<file path="config.mk">
export PLATFORM = sky130hd
export DESIGN_NAME = sbp_device_flat
export DESIGN_NICKNAME = d
export VERILOG_FILES = /design/src/rtl/sbp_pkg.sv /design/src/rtl/sbp_if.sv /design/src/rtl/sbp_device.sv /design/src/flat_wrapper.sv
export SDC_FILE = /design/constraint.sdc
export NUM_CORES = 1
export LEC_CHECK = 0
export BUFFER_PORTS_ARGS = -buffer_cell sky130_fd_sc_hd__buf_2
export CAP_MARGIN = 30
export CORE_MARGIN = 3
export CORE_UTILIZATION = 30
export DETAILED_ROUTE_END_ITERATION = 16
export GPL_ROUTABILITY_DRIVEN = 1
export SLEW_MARGIN = 20
export SYNTH_ARGS = -nofsm -noshare
export SYNTH_HDL_FRONTEND = slang
export SYNTH_SLANG_ARGS = --single-unit
</file>
<file path="constraint.sdc">
create_clock -name clock_in -period 1.7 [get_ports clock_in]
set_input_delay 0.255 -clock clock_in [delete_from_list [all_inputs] [get_ports clock_in]]
set_output_delay 0.255 -clock clock_in [all_outputs]
set_load 0.005 [all_outputs]
</file>
<file path="src/rtl/sbp_pkg.sv">
// package: constants and types for the system bus pin control link
package sbp_pkg;
   localparam int unsigned ADDR_W = 24;
   localparam int unsigned FC_W = 3;
   localparam int unsigned IPL_W = 3;
   // internal block base, 4K span, config register window
   localparam logic [23:0] INT_BASE_RESET = 24'h000000;
   localparam int unsigned INT_SPAN_BITS = 12;
   localparam logic [23:0] CFG_LO = 24'h0000f0;
   localparam logic [23:0] CFG_HI = 24'h0000ff;
   // cycle type code used by the core for interrupt acknowledge
   localparam logic [2:0] FC_CPU_SPACE = 3'h7;
   localparam logic [2:0] FC_CORE_DATA = 3'h5;
   localparam logic [2:0] IPL_NMI = 3'h7;
   localparam logic [2:0] IPL_NONE = 3'h0;
   // master select encoding
   localparam logic [1:0] MST_NONE = 2'h0;
   localparam logic [1:0] MST_CORE = 2'h1;
   localparam logic [1:0] MST_SERIAL_DMA = 2'h2;
   localparam logic [1:0] MST_INDEPENDENT_DMA = 2'h3;
   typedef enum logic [1:0] {
      SBP_IDLE = 2'b00,
      SBP_ADDR = 2'b01,
      SBP_DATA = 2'b11,
      SBP_DONE = 2'b10
   } sbp_cyc_t;
endpackage

</file>
<file path="src/rtl/sbp_if.sv">
// interface: pin bundle between the device and the outside party
`timescale 1ns/10ps
`default_nettype none
interface sbp_if;
   // device-driven pins (value and enable)
   logic as_o, as_oe, rw_o, rw_oe, uds_o, uds_oe, lds_o, lds_oe;
   logic ack_o, ack_oe, rmc_o, bus_clear_oe, iac_o, bg_o, bg_oe, grant_acknowledge_o, grant_acknowledge_oe, br_oe;
   logic [2:0] fc_o, iout_o;
   logic fc_oe;
   logic [23:0] addr_o;
   logic addr_oe;
   // far-end driven pins
   logic as_x, as_xe, rw_x, rw_xe, uds_x, uds_xe, lds_x, lds_xe, ack_x, ack_xe;
   logic br_x, bg_x, grant_acknowledge_x, grant_acknowledge_xe, bus_clear_x, autovector_in_x;
   logic [2:0] fc_x, ipl_x;
   logic fc_xe;
   logic [23:0] addr_x;
   logic addr_xe;
   modport dev (
      output as_o, as_oe, rw_o, rw_oe, uds_o, uds_oe, lds_o, lds_oe, ack_o, ack_oe, rmc_o, bus_clear_oe,
      output iac_o, bg_o, bg_oe, grant_acknowledge_o, grant_acknowledge_oe, br_oe, fc_o, iout_o, fc_oe, addr_o, addr_oe,
      input as_x, as_xe, rw_x, rw_xe, uds_x, uds_xe, lds_x, lds_xe, ack_x, ack_xe,
      input br_x, bg_x, grant_acknowledge_x, grant_acknowledge_xe, bus_clear_x, autovector_in_x, fc_x, ipl_x, fc_xe, addr_x, addr_xe
   );
   modport ext (
      input as_o, as_oe, rw_o, rw_oe, uds_o, uds_oe, lds_o, lds_oe, ack_o, ack_oe, rmc_o, bus_clear_oe,
      input iac_o, bg_o, bg_oe, grant_acknowledge_o, grant_acknowledge_oe, br_oe, fc_o, iout_o, fc_oe, addr_o, addr_oe,
      output as_x, as_xe, rw_x, rw_xe, uds_x, uds_xe, lds_x, lds_xe, ack_x, ack_xe,
      output br_x, bg_x, grant_acknowledge_x, grant_acknowledge_xe, bus_clear_x, autovector_in_x, fc_x, ipl_x, fc_xe, addr_x, addr_xe
   );
endinterface
`default_nettype wire

</file>
<file path="src/rtl/sbp_device.sv">
// device end: strobe, acknowledge, arbitration and interrupt pin control
//
// Design decisions made here: strobed register access and the placing of the registers.
`timescale 1ns/10ps
`default_nettype none
// Summary of operation
// address strobe driven only while device masters
// read/write driven when master, released otherwise; the device never reads rw_x
// 16-bit: upper strobe; 8-bit: address bit zero
// 16-bit: lower strobe; 8-bit: single strobe
// internal acknowledge: own cycles on-chip, or programmed range with ack_internal_cs_in; outside masters on-chip, or any address with ack_internal_cs_in
// outside logic acknowledges other external accesses
// indivisible output held through read-modify-write
// core disabled: pins carry interrupt code bits
// internal access flag for on-chip targets
// no internal access for serial dma hits
// internal access timed like chip selects
// bus clear asks outside master to release
// core disabled: bus clear also independent_dma input
// bus request input, or open-drain when disabled
// grant drive, disabled input, follows request in reset
// grant acknowledge driven while dma engines own
// outside masters should use grant acknowledge
// priority inputs decoded binary, seven nonmaskable
// outside interrupter holds priority until acknowledge
// dedicated mode: separate requests one, six, seven
// cycle type codes driven with strobe as master
// autovector replaces acknowledge during interrupt acknowledge
// bus width fixed except during total reset
module sbp_device #(
   parameter int unsigned ACK_WAIT = 2
) (
   input wire logic clock_in,
   input wire logic rst_in,
   sbp_if.dev pins,
   input wire logic bus_width_select_in,
   input wire logic core_disable_in,
   input wire logic dedicated_irq_in,
   input wire logic [1:0] edge_mode_in,
   input wire logic ack_internal_cs_in,
   input wire logic [23:0] cs_base_in,
   input wire logic [23:0] cs_mask_in,
   input wire logic req_valid_in,
   input wire logic [1:0] req_master_in,
   input wire logic [23:0] req_addr_in,
   input wire logic req_write_in,
   input wire logic [1:0] req_bytes_in,
   input wire logic req_rmw_in,
   input wire logic [2:0] req_fc_in,
   input wire logic [2:0] irq_code_in,
   input wire logic bus_clear_req_in,
   output logic req_done_out,
   output logic req_autovec_out,
   output logic master_out,
   output logic ext_master_out,
   output logic [2:0] irq_level_out,
   output logic irq_nmi_pulse_out,
   output logic release_req_out,
   output logic bus_width16_out
);
   sbp_pkg::sbp_cyc_t st_q;
   logic [7:0] wait_q;
   logic own_q, rmw_q, bw_q, ext_as_q, iac_q, ext_hit_q;
   logic [1:0] mst_q;
   logic [23:0] addr_q;
   logic wr_q;
   logic [1:0] bytes_q;
   logic [2:0] fc_q;
   logic [2:0] irq_hist_q;
   logic int_hit, cs_hit, self_ack, iack;
   logic [23:0] ext_a;

   assign ext_a = pins.addr_xe ? pins.addr_x : 24'h000000;
   function automatic logic on_chip(input logic [23:0] a);
      on_chip = (a[23:sbp_pkg::INT_SPAN_BITS] == sbp_pkg::INT_BASE_RESET[23:sbp_pkg::INT_SPAN_BITS]) ||
         (a >= sbp_pkg::CFG_LO && a <= sbp_pkg::CFG_HI);
   endfunction
   assign int_hit = on_chip(addr_q);
   assign cs_hit = ((addr_q & cs_mask_in) == (cs_base_in & cs_mask_in));
   assign self_ack = int_hit || (cs_hit && ack_internal_cs_in);
   assign iack = (fc_q == sbp_pkg::FC_CPU_SPACE);

   // width strap caught during reset only
   always_ff @(posedge clock_in)
   begin
      bw_q <= rst_in ? bus_width_select_in : bw_q;
   end
   always_ff @(posedge clock_in or posedge rst_in)
   begin
      if (rst_in)
         bus_width16_out <= 1'b0;
      else
         bus_width16_out <= bw_q;
   end

   // own bus cycle sequencer
   always_ff @(posedge clock_in or posedge rst_in)
   begin
      if (rst_in)
      begin
         st_q <= sbp_pkg::SBP_IDLE;
         own_q <= 1'b0;
         mst_q <= sbp_pkg::MST_NONE;
         addr_q <= 24'h000000;
         wr_q <= 1'b0;
         bytes_q <= 2'h0;
         rmw_q <= 1'b0;
         fc_q <= 3'h0;
         wait_q <= 8'h00;
         req_done_out <= 1'b0;
         req_autovec_out <= 1'b0;
      end
      else
      begin
         req_done_out <= 1'b0;
         req_autovec_out <= 1'b0;
         case (st_q)
            sbp_pkg::SBP_IDLE:
            begin
               // the request that just finished is still held in the done cycle
               if (req_valid_in && !req_done_out && !ext_master_out && req_master_in != sbp_pkg::MST_NONE)
               begin
                  st_q <= sbp_pkg::SBP_ADDR;
                  own_q <= 1'b1;
                  mst_q <= req_master_in;
                  addr_q <= req_addr_in;
                  wr_q <= req_write_in;
                  bytes_q <= req_bytes_in;
                  rmw_q <= req_rmw_in;
                  fc_q <= req_fc_in;
                  wait_q <= 8'h00;
               end
               else if (!req_valid_in)
               begin
                  own_q <= 1'b0;
                  rmw_q <= 1'b0;
               end
            end
            sbp_pkg::SBP_ADDR:
               st_q <= sbp_pkg::SBP_DATA;
            sbp_pkg::SBP_DATA:
            begin
               wait_q <= wait_q + 8'h01;
               if (iack && !pins.autovector_in_x)
                  st_q <= sbp_pkg::SBP_DONE;
               else if (self_ack ? (wait_q >= 8'(ACK_WAIT)) : (pins.ack_xe && !pins.ack_x))
                  st_q <= sbp_pkg::SBP_DONE;
            end
            sbp_pkg::SBP_DONE:
            begin
               req_done_out <= 1'b1;
               req_autovec_out <= iack && !pins.autovector_in_x;
               st_q <= sbp_pkg::SBP_IDLE;
               if (!(rmw_q && req_valid_in && req_rmw_in))
               begin
                  own_q <= 1'b0;
                  rmw_q <= 1'b0;
               end
            end
            default:
               st_q <= sbp_pkg::SBP_IDLE;
         endcase
      end
   end

   // pin drive from device cycle
   always_comb
   begin
      pins.as_oe = own_q;
      pins.as_o = !(st_q == sbp_pkg::SBP_DATA || st_q == sbp_pkg::SBP_DONE);
      pins.rw_oe = own_q;
      pins.rw_o = !wr_q;
      pins.addr_oe = own_q;
      pins.addr_o = addr_q;
      pins.fc_oe = own_q;
      pins.fc_o = fc_q;
      pins.uds_oe = own_q;
      pins.lds_oe = own_q;
      if (bus_width16_out)
      begin
         pins.uds_o = pins.as_o || !bytes_q[1];
         pins.lds_o = pins.as_o || !bytes_q[0];
      end
      else
      begin
         pins.uds_o = addr_q[0];
         pins.lds_o = pins.as_o;
      end
      pins.ack_oe = (own_q && self_ack) || (ext_as_q && (ext_hit_q || ack_internal_cs_in));
      pins.ack_o = !(st_q == sbp_pkg::SBP_DONE || ext_as_q);
      pins.rmc_o = core_disable_in ? irq_code_in[1] : !(own_q && rmw_q);
      pins.iout_o = core_disable_in ? irq_code_in : 3'h7;
      pins.iac_o = iac_q;
      pins.bus_clear_oe = bus_clear_req_in || (req_valid_in && req_master_in == sbp_pkg::MST_SERIAL_DMA);
      pins.br_oe = core_disable_in && req_valid_in && !master_out;
      pins.bg_oe = !core_disable_in;
      // no grant while an own request waits, so both ends never start together
      pins.bg_o = rst_in ? pins.br_x :
         !(pins.br_x == 1'b0 && st_q == sbp_pkg::SBP_IDLE && !own_q && !req_valid_in);
      pins.grant_acknowledge_oe = own_q && mst_q != sbp_pkg::MST_CORE;
      pins.grant_acknowledge_o = 1'b0;
   end

   // internal access flag: same timing as chip selects
   always_ff @(posedge clock_in or posedge rst_in)
   begin
      if (rst_in)
      begin
         iac_q <= 1'b0;
         ext_as_q <= 1'b0;
         ext_hit_q <= 1'b0;
      end
      else
      begin
         ext_as_q <= !own_q && pins.as_xe && !pins.as_x;
         ext_hit_q <= on_chip(ext_a);
         if (own_q)
            iac_q <= int_hit && mst_q != sbp_pkg::MST_SERIAL_DMA;
         else
            iac_q <= pins.as_xe && !pins.as_x && on_chip(ext_a);
      end
   end

   // interrupt input decode
   always_ff @(posedge clock_in or posedge rst_in)
   begin
      if (rst_in)
      begin
         irq_hist_q <= 3'h7;
         irq_level_out <= sbp_pkg::IPL_NONE;
         irq_nmi_pulse_out <= 1'b0;
         master_out <= 1'b0;
         ext_master_out <= 1'b0;
         release_req_out <= 1'b0;
      end
      else
      begin
         irq_hist_q <= pins.ipl_x;
         master_out <= own_q;
         ext_master_out <= (pins.grant_acknowledge_xe && !pins.grant_acknowledge_x && !own_q);
         release_req_out <= core_disable_in && !pins.bus_clear_x;
         if (!dedicated_irq_in)
         begin
            irq_level_out <= ~pins.ipl_x;
            irq_nmi_pulse_out <= (~pins.ipl_x == sbp_pkg::IPL_NMI) && (~irq_hist_q != sbp_pkg::IPL_NMI);
         end
         else
         begin
            // level 7 always edge; 1 and 6 per edge_mode_in
            irq_nmi_pulse_out <= !pins.ipl_x[2] && irq_hist_q[2];
            if (!pins.ipl_x[1] && (!edge_mode_in[1] || irq_hist_q[1]))
               irq_level_out <= 3'h6;
            else if (!pins.ipl_x[0] && (!edge_mode_in[0] || irq_hist_q[0]))
               irq_level_out <= 3'h1;
            else
               irq_level_out <= sbp_pkg::IPL_NONE;
         end
      end
   end
endmodule
`default_nettype wire

</file>
<file path="src/flat_wrapper.sv">
// flat-port wrapper written by rule: the top's interface ports become plain ports
module sbp_device_flat 
#(
   parameter int unsigned ACK_WAIT = 2
)
  (clock_in, rst_in, bus_width_select_in, core_disable_in, dedicated_irq_in, edge_mode_in, ack_internal_cs_in, cs_base_in, cs_mask_in, req_valid_in, req_master_in, req_addr_in, req_write_in, req_bytes_in, req_rmw_in, req_fc_in, irq_code_in, bus_clear_req_in, req_done_out, req_autovec_out, master_out, ext_master_out, irq_level_out, irq_nmi_pulse_out, release_req_out, bus_width16_out, pins_as_o, pins_as_oe, pins_rw_o, pins_rw_oe, pins_uds_o, pins_uds_oe, pins_lds_o, pins_lds_oe, pins_ack_o, pins_ack_oe, pins_rmc_o, pins_bus_clear_oe, pins_iac_o, pins_bg_o, pins_bg_oe, pins_grant_acknowledge_o, pins_grant_acknowledge_oe, pins_br_oe, pins_fc_o, pins_iout_o, pins_fc_oe, pins_addr_o, pins_addr_oe, pins_as_x, pins_as_xe, pins_rw_x, pins_rw_xe, pins_uds_x, pins_uds_xe, pins_lds_x, pins_lds_xe, pins_ack_x, pins_ack_xe, pins_br_x, pins_bg_x, pins_grant_acknowledge_x, pins_grant_acknowledge_xe, pins_bus_clear_x, pins_autovector_in_x, pins_fc_x, pins_ipl_x, pins_fc_xe, pins_addr_x, pins_addr_xe);
  sbp_if pins_i ();
  input wire logic clock_in;
  input wire logic rst_in;
  input wire logic bus_width_select_in;
  input wire logic core_disable_in;
  input wire logic dedicated_irq_in;
  input wire logic [1:0] edge_mode_in;
  input wire logic ack_internal_cs_in;
  input wire logic [23:0] cs_base_in;
  input wire logic [23:0] cs_mask_in;
  input wire logic req_valid_in;
  input wire logic [1:0] req_master_in;
  input wire logic [23:0] req_addr_in;
  input wire logic req_write_in;
  input wire logic [1:0] req_bytes_in;
  input wire logic req_rmw_in;
  input wire logic [2:0] req_fc_in;
  input wire logic [2:0] irq_code_in;
  input wire logic bus_clear_req_in;
  output logic req_done_out;
  output logic req_autovec_out;
  output logic master_out;
  output logic ext_master_out;
  output logic [2:0] irq_level_out;
  output logic irq_nmi_pulse_out;
  output logic release_req_out;
  output logic bus_width16_out;
  output wire logic [$bits(pins_i.as_o)-1:0] pins_as_o;
  output wire logic [$bits(pins_i.as_oe)-1:0] pins_as_oe;
  output wire logic [$bits(pins_i.rw_o)-1:0] pins_rw_o;
  output wire logic [$bits(pins_i.rw_oe)-1:0] pins_rw_oe;
  output wire logic [$bits(pins_i.uds_o)-1:0] pins_uds_o;
  output wire logic [$bits(pins_i.uds_oe)-1:0] pins_uds_oe;
  output wire logic [$bits(pins_i.lds_o)-1:0] pins_lds_o;
  output wire logic [$bits(pins_i.lds_oe)-1:0] pins_lds_oe;
  output wire logic [$bits(pins_i.ack_o)-1:0] pins_ack_o;
  output wire logic [$bits(pins_i.ack_oe)-1:0] pins_ack_oe;
  output wire logic [$bits(pins_i.rmc_o)-1:0] pins_rmc_o;
  output wire logic [$bits(pins_i.bus_clear_oe)-1:0] pins_bus_clear_oe;
  output wire logic [$bits(pins_i.iac_o)-1:0] pins_iac_o;
  output wire logic [$bits(pins_i.bg_o)-1:0] pins_bg_o;
  output wire logic [$bits(pins_i.bg_oe)-1:0] pins_bg_oe;
  output wire logic [$bits(pins_i.grant_acknowledge_o)-1:0] pins_grant_acknowledge_o;
  output wire logic [$bits(pins_i.grant_acknowledge_oe)-1:0] pins_grant_acknowledge_oe;
  output wire logic [$bits(pins_i.br_oe)-1:0] pins_br_oe;
  output wire logic [$bits(pins_i.fc_o)-1:0] pins_fc_o;
  output wire logic [$bits(pins_i.iout_o)-1:0] pins_iout_o;
  output wire logic [$bits(pins_i.fc_oe)-1:0] pins_fc_oe;
  output wire logic [$bits(pins_i.addr_o)-1:0] pins_addr_o;
  output wire logic [$bits(pins_i.addr_oe)-1:0] pins_addr_oe;
  input wire logic [$bits(pins_i.as_x)-1:0] pins_as_x;
  input wire logic [$bits(pins_i.as_xe)-1:0] pins_as_xe;
  input wire logic [$bits(pins_i.rw_x)-1:0] pins_rw_x;
  input wire logic [$bits(pins_i.rw_xe)-1:0] pins_rw_xe;
  input wire logic [$bits(pins_i.uds_x)-1:0] pins_uds_x;
  input wire logic [$bits(pins_i.uds_xe)-1:0] pins_uds_xe;
  input wire logic [$bits(pins_i.lds_x)-1:0] pins_lds_x;
  input wire logic [$bits(pins_i.lds_xe)-1:0] pins_lds_xe;
  input wire logic [$bits(pins_i.ack_x)-1:0] pins_ack_x;
  input wire logic [$bits(pins_i.ack_xe)-1:0] pins_ack_xe;
  input wire logic [$bits(pins_i.br_x)-1:0] pins_br_x;
  input wire logic [$bits(pins_i.bg_x)-1:0] pins_bg_x;
  input wire logic [$bits(pins_i.grant_acknowledge_x)-1:0] pins_grant_acknowledge_x;
  input wire logic [$bits(pins_i.grant_acknowledge_xe)-1:0] pins_grant_acknowledge_xe;
  input wire logic [$bits(pins_i.bus_clear_x)-1:0] pins_bus_clear_x;
  input wire logic [$bits(pins_i.autovector_in_x)-1:0] pins_autovector_in_x;
  input wire logic [$bits(pins_i.fc_x)-1:0] pins_fc_x;
  input wire logic [$bits(pins_i.ipl_x)-1:0] pins_ipl_x;
  input wire logic [$bits(pins_i.fc_xe)-1:0] pins_fc_xe;
  input wire logic [$bits(pins_i.addr_x)-1:0] pins_addr_x;
  input wire logic [$bits(pins_i.addr_xe)-1:0] pins_addr_xe;
  assign pins_as_o = pins_i.as_o;
  assign pins_as_oe = pins_i.as_oe;
  assign pins_rw_o = pins_i.rw_o;
  assign pins_rw_oe = pins_i.rw_oe;
  assign pins_uds_o = pins_i.uds_o;
  assign pins_uds_oe = pins_i.uds_oe;
  assign pins_lds_o = pins_i.lds_o;
  assign pins_lds_oe = pins_i.lds_oe;
  assign pins_ack_o = pins_i.ack_o;
  assign pins_ack_oe = pins_i.ack_oe;
  assign pins_rmc_o = pins_i.rmc_o;
  assign pins_bus_clear_oe = pins_i.bus_clear_oe;
  assign pins_iac_o = pins_i.iac_o;
  assign pins_bg_o = pins_i.bg_o;
  assign pins_bg_oe = pins_i.bg_oe;
  assign pins_grant_acknowledge_o = pins_i.grant_acknowledge_o;
  assign pins_grant_acknowledge_oe = pins_i.grant_acknowledge_oe;
  assign pins_br_oe = pins_i.br_oe;
  assign pins_fc_o = pins_i.fc_o;
  assign pins_iout_o = pins_i.iout_o;
  assign pins_fc_oe = pins_i.fc_oe;
  assign pins_addr_o = pins_i.addr_o;
  assign pins_addr_oe = pins_i.addr_oe;
  assign pins_i.as_x = pins_as_x;
  assign pins_i.as_xe = pins_as_xe;
  assign pins_i.rw_x = pins_rw_x;
  assign pins_i.rw_xe = pins_rw_xe;
  assign pins_i.uds_x = pins_uds_x;
  assign pins_i.uds_xe = pins_uds_xe;
  assign pins_i.lds_x = pins_lds_x;
  assign pins_i.lds_xe = pins_lds_xe;
  assign pins_i.ack_x = pins_ack_x;
  assign pins_i.ack_xe = pins_ack_xe;
  assign pins_i.br_x = pins_br_x;
  assign pins_i.bg_x = pins_bg_x;
  assign pins_i.grant_acknowledge_x = pins_grant_acknowledge_x;
  assign pins_i.grant_acknowledge_xe = pins_grant_acknowledge_xe;
  assign pins_i.bus_clear_x = pins_bus_clear_x;
  assign pins_i.autovector_in_x = pins_autovector_in_x;
  assign pins_i.fc_x = pins_fc_x;
  assign pins_i.ipl_x = pins_ipl_x;
  assign pins_i.fc_xe = pins_fc_xe;
  assign pins_i.addr_x = pins_addr_x;
  assign pins_i.addr_xe = pins_addr_xe;
  sbp_device #(.ACK_WAIT(ACK_WAIT)) u_core (.clock_in(clock_in), .rst_in(rst_in), .pins(pins_i), .bus_width_select_in(bus_width_select_in), .core_disable_in(core_disable_in), .dedicated_irq_in(dedicated_irq_in), .edge_mode_in(edge_mode_in), .ack_internal_cs_in(ack_internal_cs_in), .cs_base_in(cs_base_in), .cs_mask_in(cs_mask_in), .req_valid_in(req_valid_in), .req_master_in(req_master_in), .req_addr_in(req_addr_in), .req_write_in(req_write_in), .req_bytes_in(req_bytes_in), .req_rmw_in(req_rmw_in), .req_fc_in(req_fc_in), .irq_code_in(irq_code_in), .bus_clear_req_in(bus_clear_req_in), .req_done_out(req_done_out), .req_autovec_out(req_autovec_out), .master_out(master_out), .ext_master_out(ext_master_out), .irq_level_out(irq_level_out), .irq_nmi_pulse_out(irq_nmi_pulse_out), .release_req_out(release_req_out), .bus_width16_out(bus_width16_out));
endmodule
</file>
==> flow_metrics.env, run 1 <==
export IMPL_min_period_ns=2.283
export IMPL_rr_startpoint="u_core.pins.addr_o[21]"
export IMPL_power_leakage_nw=2.262
export IMPL_cts_hold_buf=0
export IMPL_wl_mm=8.768
export IMPL_crit_start="u_core.pins.addr_o[21]"
export IMPL_hp_class="in -> async"
export IMPL_synth_most_common_cell="dfrtp_1"
export IMPL_worstSetupEndpointType="primary output"
export IMPL_htree_num_levels=3
export IMPL_synth_top_area_share_pct=48.61
export IMPL_clock_sinks=61
export IMPL_p_int_w=0.004217
export IMPL_cp_slowest_stage_delay_ns=0.39
export IMPL_core_rowCount=35
export IMPL_synth_edf_count=1
export IMPL_netlist_instances=265
export IMPL_die_width_um=104.9
export IMPL_first_iter_violations=131
export IMPL_switchingPower_w=0.002231
export IMPL_clk_root_buffer_cell="clkbuf_8"
export IMPL_multi_input_area_mm2=0.001300
export IMPL_drv_cap=0
export IMPL_dp_cells=585
export IMPL_cp_top_family="compound AO/OA/AOI/OAI gates"
export IMPL_antennaDiodeCount=0
export IMPL_rsz0062_at_grt="true"
export IMPL_finalPower_w=0.006449
export IMPL_coreArea_mm2=0.009371
export IMPL_synth_area_top_cells="dfrtp_1, mux2_2, xor2_1"
export IMPL_cp_start_kind="register"
export IMPL_clock_path_buffers=2
export IMPL_finalClockSkew_ns=0.01358
export IMPL_power_density_mw_per_mm2=1454
export IMPL_fillers=929
export IMPL_finalCritPeriodShare_pct=134.3
export IMPL_arrival_ns=2.03
export IMPL_cts_clk_slew_worst_paths_ns=0.08
export IMPL_antenna_found_initial=0
export IMPL_syn_area_mm2=0.002934
export IMPL_avgSynthCellArea_um2=11.07
export IMPL_drc_errors=0
export IMPL_layout_drive_gt1_share_pct=55.72
export IMPL_synth_top_cell_by_area="dfrtp_1"
export IMPL_grt_pass1_vias=2817
export IMPL_dr_pass1_iters=4
export IMPL_status="finished, violations left"
export IMPL_yosys_warnings=0
export IMPL_overflow=0
export IMPL_final_nets=620
export IMPL_ant_nets=0
export IMPL_grt_usage_pct=15.38
export IMPL_combinationalPowerShare_pct=43.1
export IMPL_synth_cell_types=42
export IMPL_io_pins=202
export IMPL_cts_tree="built"
export IMPL_area_growth_pct=51.17
export IMPL_grt_pass1_wl_mm=13.63
export IMPL_post_route_util_pct=47.33
export IMPL_grt_max_degree=61
export IMPL_critPathKind="reg -> out"
export IMPL_cts_buffers_inserted=9
export IMPL_fin_cells=610
export IMPL_violations="negative setup slack"
export IMPL_rrSetupSlack_ns=-0.09
export IMPL_routed_via_density=4.593
export IMPL_via_count=2802
export IMPL_ys_seq_area_share_pct=52.32
export IMPL_clock_latency_ns=0.33
export IMPL_r2r_end="u_core.st_q[0]"
export IMPL_drv_slew=0
export IMPL_regArea_mm2=0.001539
export IMPL_slowest_stage="dfrtp_1"
export IMPL_syn_nets=409
export IMPL_reg2reg_depth=7
export IMPL_setup_ws_ns=-0.5828
export IMPL_cp_data_required_time_ns=1.44
export IMPL_crit_fanout=2
export IMPL_gp_congestion=0.8203
export IMPL_p_seq_share_pct=37.7
export IMPL_synthArstFlopShare_pct=98.36
export IMPL_routedWlPerCell_um=14.37
export IMPL_start_util_pct=31.31
export IMPL_worst_path_buf_inv=1
export IMPL_sw_frac_of_total_pct=34.60
export IMPL_timing_fmax_mhz=438.1
export IMPL_hold_slack_ns=0.008744
export IMPL_pwr_share_clk_pct=19.2
export IMPL_yosys_top_cells_count="dfrtp_1, mux2_2, xor2_1"
export IMPL_peakVddDrop_mv=0.5690
export IMPL_portBuffers=177
export IMPL_cp_cell_sequence="xor2_1, a22o_1, a221oi_2, nand4_1, o31a_1, o21ai_1, buf_2"
export IMPL_hold_violations=0
export IMPL_hpwlAfterDp_mm=6.765
export IMPL_synthFlopType="dfrtp_1"
export IMPL_die_area_mm2=0.01100
export IMPL_die_y_um=104.9
export IMPL_setup_viol=23
export IMPL_ys_ff_latch=61
## cell type report
| cell class | instances | area share, % |
|---|---|---|
| sequential | 61 | 34.70 |
| multi-input combinational | 179 | 29.31 |
| timing repair buffer | 213 | 26.97 |
| clock buffer | 13 | 3.836 |
| tap | 129 | 3.639 |
| inverter | 12 | 1.100 |
| clock inverter | 3 | 0.4513 |
## worst min-delay path, delay by kind of cell
| kind | cells | cell delay [ns] |
|---|---|---|
| buf+inv | 3 | 0.47 |
## routing by layer
layer	part of all wire, %	wire, um	global-route usage, %
met5	0	0	0
met4	2.0	176	6.560
met3	6.5	574	4.138
met2	48	4224	25.80
met1	43	3792	18.54
## through the flow
| step | setup slack, ns | setup TNS, ns | cell area, um^2 |
|---|---|---|---|
| after floorplan | -0.01132 | -0.01132 | 2938 |
| after global placement | -0.1824 | -0.2411 | 4113 |
| after detailed placement | -0.2432 | -0.3281 | 4113 |
| after CTS | -0.6200 | -0.7212 | 4324 |
| after global routing | -0.7039 | -3.316 | 4436 |
| final | -0.5828 | -1.324 | 4436 |
## cell usage in the layout (no fill, tap or decap), types with 2 or more instances in the layout
cell        instances
nor2_1             17
o22ai_1             4
dfrtp_2             3
buf_2             177
o21ai_0            16
inv_1              11
buf_4              30
mux2_4              7
dfrtp_1            54
nor3b_1             2
o21ai_1             3
ha_1                2
buf_12              2
clkbuf_8           10
a22oi_1             8
a31oi_1             4
nand4_1             5
xor2_1             24
nor3_1              2
buf_6               4
clkinvlp_4          3
nand3_1             8
clkbuf_1            2
nand2_1            19
o31a_1              2
mux2_2             19
a21oi_1             6
dfstp_2             3
nor4_1              7
nand2b_1            4
## worst max path at each step
stage                  end  slack [ns]  depth (start not counted)
6_report       pins_ack_oe       -0.58                          7
5_1_grt        pins_ack_oe       -0.70                          7
3_3_place_gp   pins_ack_oe       -0.18                          7
4_1_cts        pins_ack_oe       -0.62                          7
2_1_floorplan  pins_ack_oe       -0.01                          6
3_5_place_dp   pins_ack_oe       -0.24                          7
## power by group through the flow
| stage | combinational, W | sequential (W) | clock, W |
|---|---|---|---|
| after floorplan | 0.00132 | 0.00242 | 0 |
| after global placement | 0.00253 | 0.00243 | 0 |
| after detailed placement | 0.00259 | 0.00245 | 0 |
| after CTS | 0.00263 | 0.00244 | 0.00127 |
| after global routing | 0.00307 | 0.00252 | 0.00134 |
| final | 0.00278 | 0.00243 | 0.00124 |
## logic make-up (layout without fill, tap and decap cells)
| logic type | Yosys count | after routing | share of synthesized area, % |
|---|---|---|---|
| AOI/OAI and AO/OA | 51 | 51 | 11.22 |
| DFF | 61 | 61 | 52.32 |
| muxes | 28 | 28 | 10.70 |
| adders and majority gates | 2 | 2 | 0.8527 |
| and+or+nand+nor | 73 | 73 | 12.67 |
| buffers and inverters | 25 | 241 | 4.946 |
| xor gates and xnor gates | 24 | 24 | 7.164 |
| other | 1 | 1 | 0.1278 |
## state kept, by name, summed over array words and instances, names as in the netlist
signal	count
u_core.wr_q	1
u_core.ext_master_out	1
u_core.pins.addr_oe	1
u_core.wait_q	8
u_core.req_done_out	1
u_core.bytes_q	2
u_core.bus_width16_out	1
u_core.req_autovec_out	1
u_core.rmw_q	1
u_core.release_req_out	1
u_core.master_out	1
u_core.st_q	2
u_core.irq_hist_q	3
u_core.irq_nmi_pulse_out	1
u_core.irq_level_out	3
u_core.bw_q	1
u_core.mst_q	2
u_core.ext_as_q	1
u_core.pins.addr_o	24
u_core.ext_hit_q	1
u_core.pins.iac_o	1
u_core.pins.fc_o	3
## timing repair
| item | 4_1_cts | 5_1_grt |
|---|---|---|
| endpoints found under the setup margin | 4 | 14 |
| setup buffers | 1 | 9 |
| pin swaps | 1 | 3 |
| gates resized for setup | 5 | 17 |
Note: power is estimated with default switching activity, not from simulation.
==> inputs of run 2 (changes only) <==
--- a/config.mk
+++ b/config.mk
@@ -13,2 +13,3 @@
 export GPL_ROUTABILITY_DRIVEN = 1
+export SKIP_LAST_GASP = 1
 export SLEW_MARGIN = 20
==> constraint.sdc (replaced) <==
create_clock -name clock_in -period 1.7 [get_ports clock_in]
set_input_delay 0.51 -clock clock_in [delete_from_list [all_inputs] [get_ports clock_in]]
set_output_delay 0.51 -clock clock_in [all_outputs]
set_load 0.005 [all_outputs]
==> flow_metrics.env, run 2 (synthesis gave the netlist of run 1 again) <==
export IMPL_p_seq_share_pct=33.9
export IMPL_layout_common_cells="buf_2, dfrtp_1, buf_4"
export IMPL_grt_usage_pct=16.06
export IMPL_crit_start="u_core.pins.addr_o[21]"
export IMPL_clk_root_buffer_cell="clkbuf_8"
export IMPL_coreArea_mm2=0.009371
export IMPL_arrival_ns=2.02
export IMPL_gp_congestion=0.8150
export IMPL_worstSetupEndpointType="primary output"
export IMPL_setup_ws_ns=-0.8256
export IMPL_r2r_end="u_core.st_q[0]"
export IMPL_crit_fanout=2
export IMPL_power_leakage_nw=2.465
export IMPL_hpwlAfterDp_mm=6.937
export IMPL_via_count=2907
export IMPL_layout_drive_gt1_share_pct=59.48
export IMPL_sw_frac_of_total_pct=34.20
export IMPL_cp_start_kind="register"
export IMPL_wl_met3_um=581
export IMPL_hp_class="in -> async"
export IMPL_violations="negative setup slack"
export IMPL_reg2reg_depth=7
export IMPL_combinationalPowerShare_pct=48.6
export IMPL_die_width_um=104.9
export IMPL_overflow=0
export IMPL_cts_clk_slew_worst_paths_ns=0.07
export IMPL_drv_slew=0
export IMPL_clock_latency_ns=0.33
export IMPL_setup_viol=26
export IMPL_place_area_mm2=0.004304
export IMPL_cp_data_required_time_ns=1.19
export IMPL_routedWlPerCell_um=14.86
export IMPL_drv_cap=0
export IMPL_area_growth_pct=64.09
export IMPL_rsz0062_at_grt="true"
export IMPL_dr_pass1_iters=4
export IMPL_rr_startpoint="u_core.pins.addr_o[21]"
export IMPL_finalClockSkew_ns=0.008879
export IMPL_fin_area_mm2=0.004815
export IMPL_ant_nets=0
export IMPL_grt_max_degree=61
export IMPL_layout_commonest_cell="buf_2"
export IMPL_start_util_pct=31.31
export IMPL_cts_hold_buf=0
export IMPL_peakVddDrop_mv=0.5170
export IMPL_dr_max_layer_used="met5"
export IMPL_die_area_mm2=0.01100
export IMPL_grt_pass1_vias=2921
export IMPL_antennaDiodeCount=0
export IMPL_met2_wirelength_mm=4.752
export IMPL_grt_pass1_wl_mm=14.19
export IMPL_drc_errors=0
export IMPL_finalCritPeriodShare_pct=148.6
export IMPL_timing_fmax_mhz=396.0
export IMPL_critPathKind="reg -> out"
export IMPL_hold_slack_ns=0.2850
export IMPL_clock_path_buffers=2
export IMPL_switchingPower_w=0.002424
export IMPL_hold_violations=0
export IMPL_p_int_w=0.004664
export IMPL_first_iter_violations=151
export IMPL_core_rowCount=35
export IMPL_antenna_found_initial=1
export IMPL_cts_buffers_inserted=9
export IMPL_cts_tree="built"
export IMPL_power_density_mw_per_mm2=1472
export IMPL_status="finished, violations left"
export IMPL_portBuffers=177
export IMPL_min_period_ns=2.526
export IMPL_pwr_share_clk_pct=17.5
export IMPL_final_nets=640
export IMPL_rrSetupSlack_ns=-0.11
export IMPL_htree_num_levels=3
export IMPL_wl_mm=9.360
export IMPL_pre_cts_ws_ns=-0.6905
export IMPL_m1WireLength_mm=3.880
export IMPL_clock_sinks=61
export IMPL_largest_reg_flops=24
export IMPL_die_y_um=104.9
export IMPL_io_pins=202
export IMPL_routed_via_density=4.614
## run 2: cell count changes in the layout (fill, tap and decap cells not counted), sizes merged
cell | previous run | this run
buf | 213 | 231
clkinv | 1 | 2
clkinvlp | 3 | 4
## run 2: layout make-up
class	instances	area [um^2]
inverter	12	51.30
clock buffer	11	162.7
fill	887	4557
timing repair buffer	233	1441
sequential	61	1539
clock inverter	5	32.53
tap	129	161.4
multi-input combinational	179	1426
## run 2: stage by stage
stage / power (W) / utilization (%) / instances / setup TNS (ns)
final: 0.007088 / 51.38 / 630 / -2.389
after global routing: 0.007561 / 51.38 / 630 / -5.386
after CTS: 0.006865 / 49.33 / 622 / -1.221
after detailed placement: 0.005428 / 45.93 / 599 / -6.281
after global placement: 0.005361 / 45.93 / 599 / -6.273
after floorplan: 0.003952 / - / 265 / -3.615
## run 2: timing repair
| action | 4_1_cts | 5_1_grt |
|---|---|---|
| buffers inserted | 8 | 7 |
| pin swaps | 6 | 7 |
| resized for setup | 17 | 24 |
| endpoints found under the setup margin | 13 | 41 |
| cloned | 0 | 3 |
## run 2: worst max-delay path by stage
stage                     slack (ns)     endpoint
after floorplan                -0.34  pins_ack_oe
after global placement         -0.67  pins_ack_oe
after detailed placement       -0.69  pins_ack_oe
after CTS                      -0.87  pins_ack_oe
after global routing           -0.96  pins_ack_oe
final                          -0.83  pins_ack_oe
## run 2: power by group through the flow
stage	clock (W)	combinational (W)	sequential [W]
after floorplan	0	0.00152	0.00243
after global placement	0	0.00300	0.00236
after detailed placement	0	0.00305	0.00238
after CTS	0.00129	0.00319	0.00239
after global routing	0.00135	0.00374	0.00247
final	0.00124	0.00344	0.00240
## run 2: worst max-delay path, cell delays in order, from the launching register on
cell and delay (ns):
dfrtp_1 0.40, xor2_1 0.17, a22o_1 0.24, a221oi_2 0.18
nand4_1 0.16, o31a_1 0.30, o21ai_1 0.11, buf_2 0.13
## run 2: per-layer routing
| layer | GRT usage (%) | vias to the layer above |
|---|---|---|
| met1 | 19.99 | 1368 |
| li1 | - | 1398 |
| met4 | 5.904 | 2 |
| met2 | 27.09 | 126 |
| met5 | 0 | - |
| met3 | 3.768 | 13 |
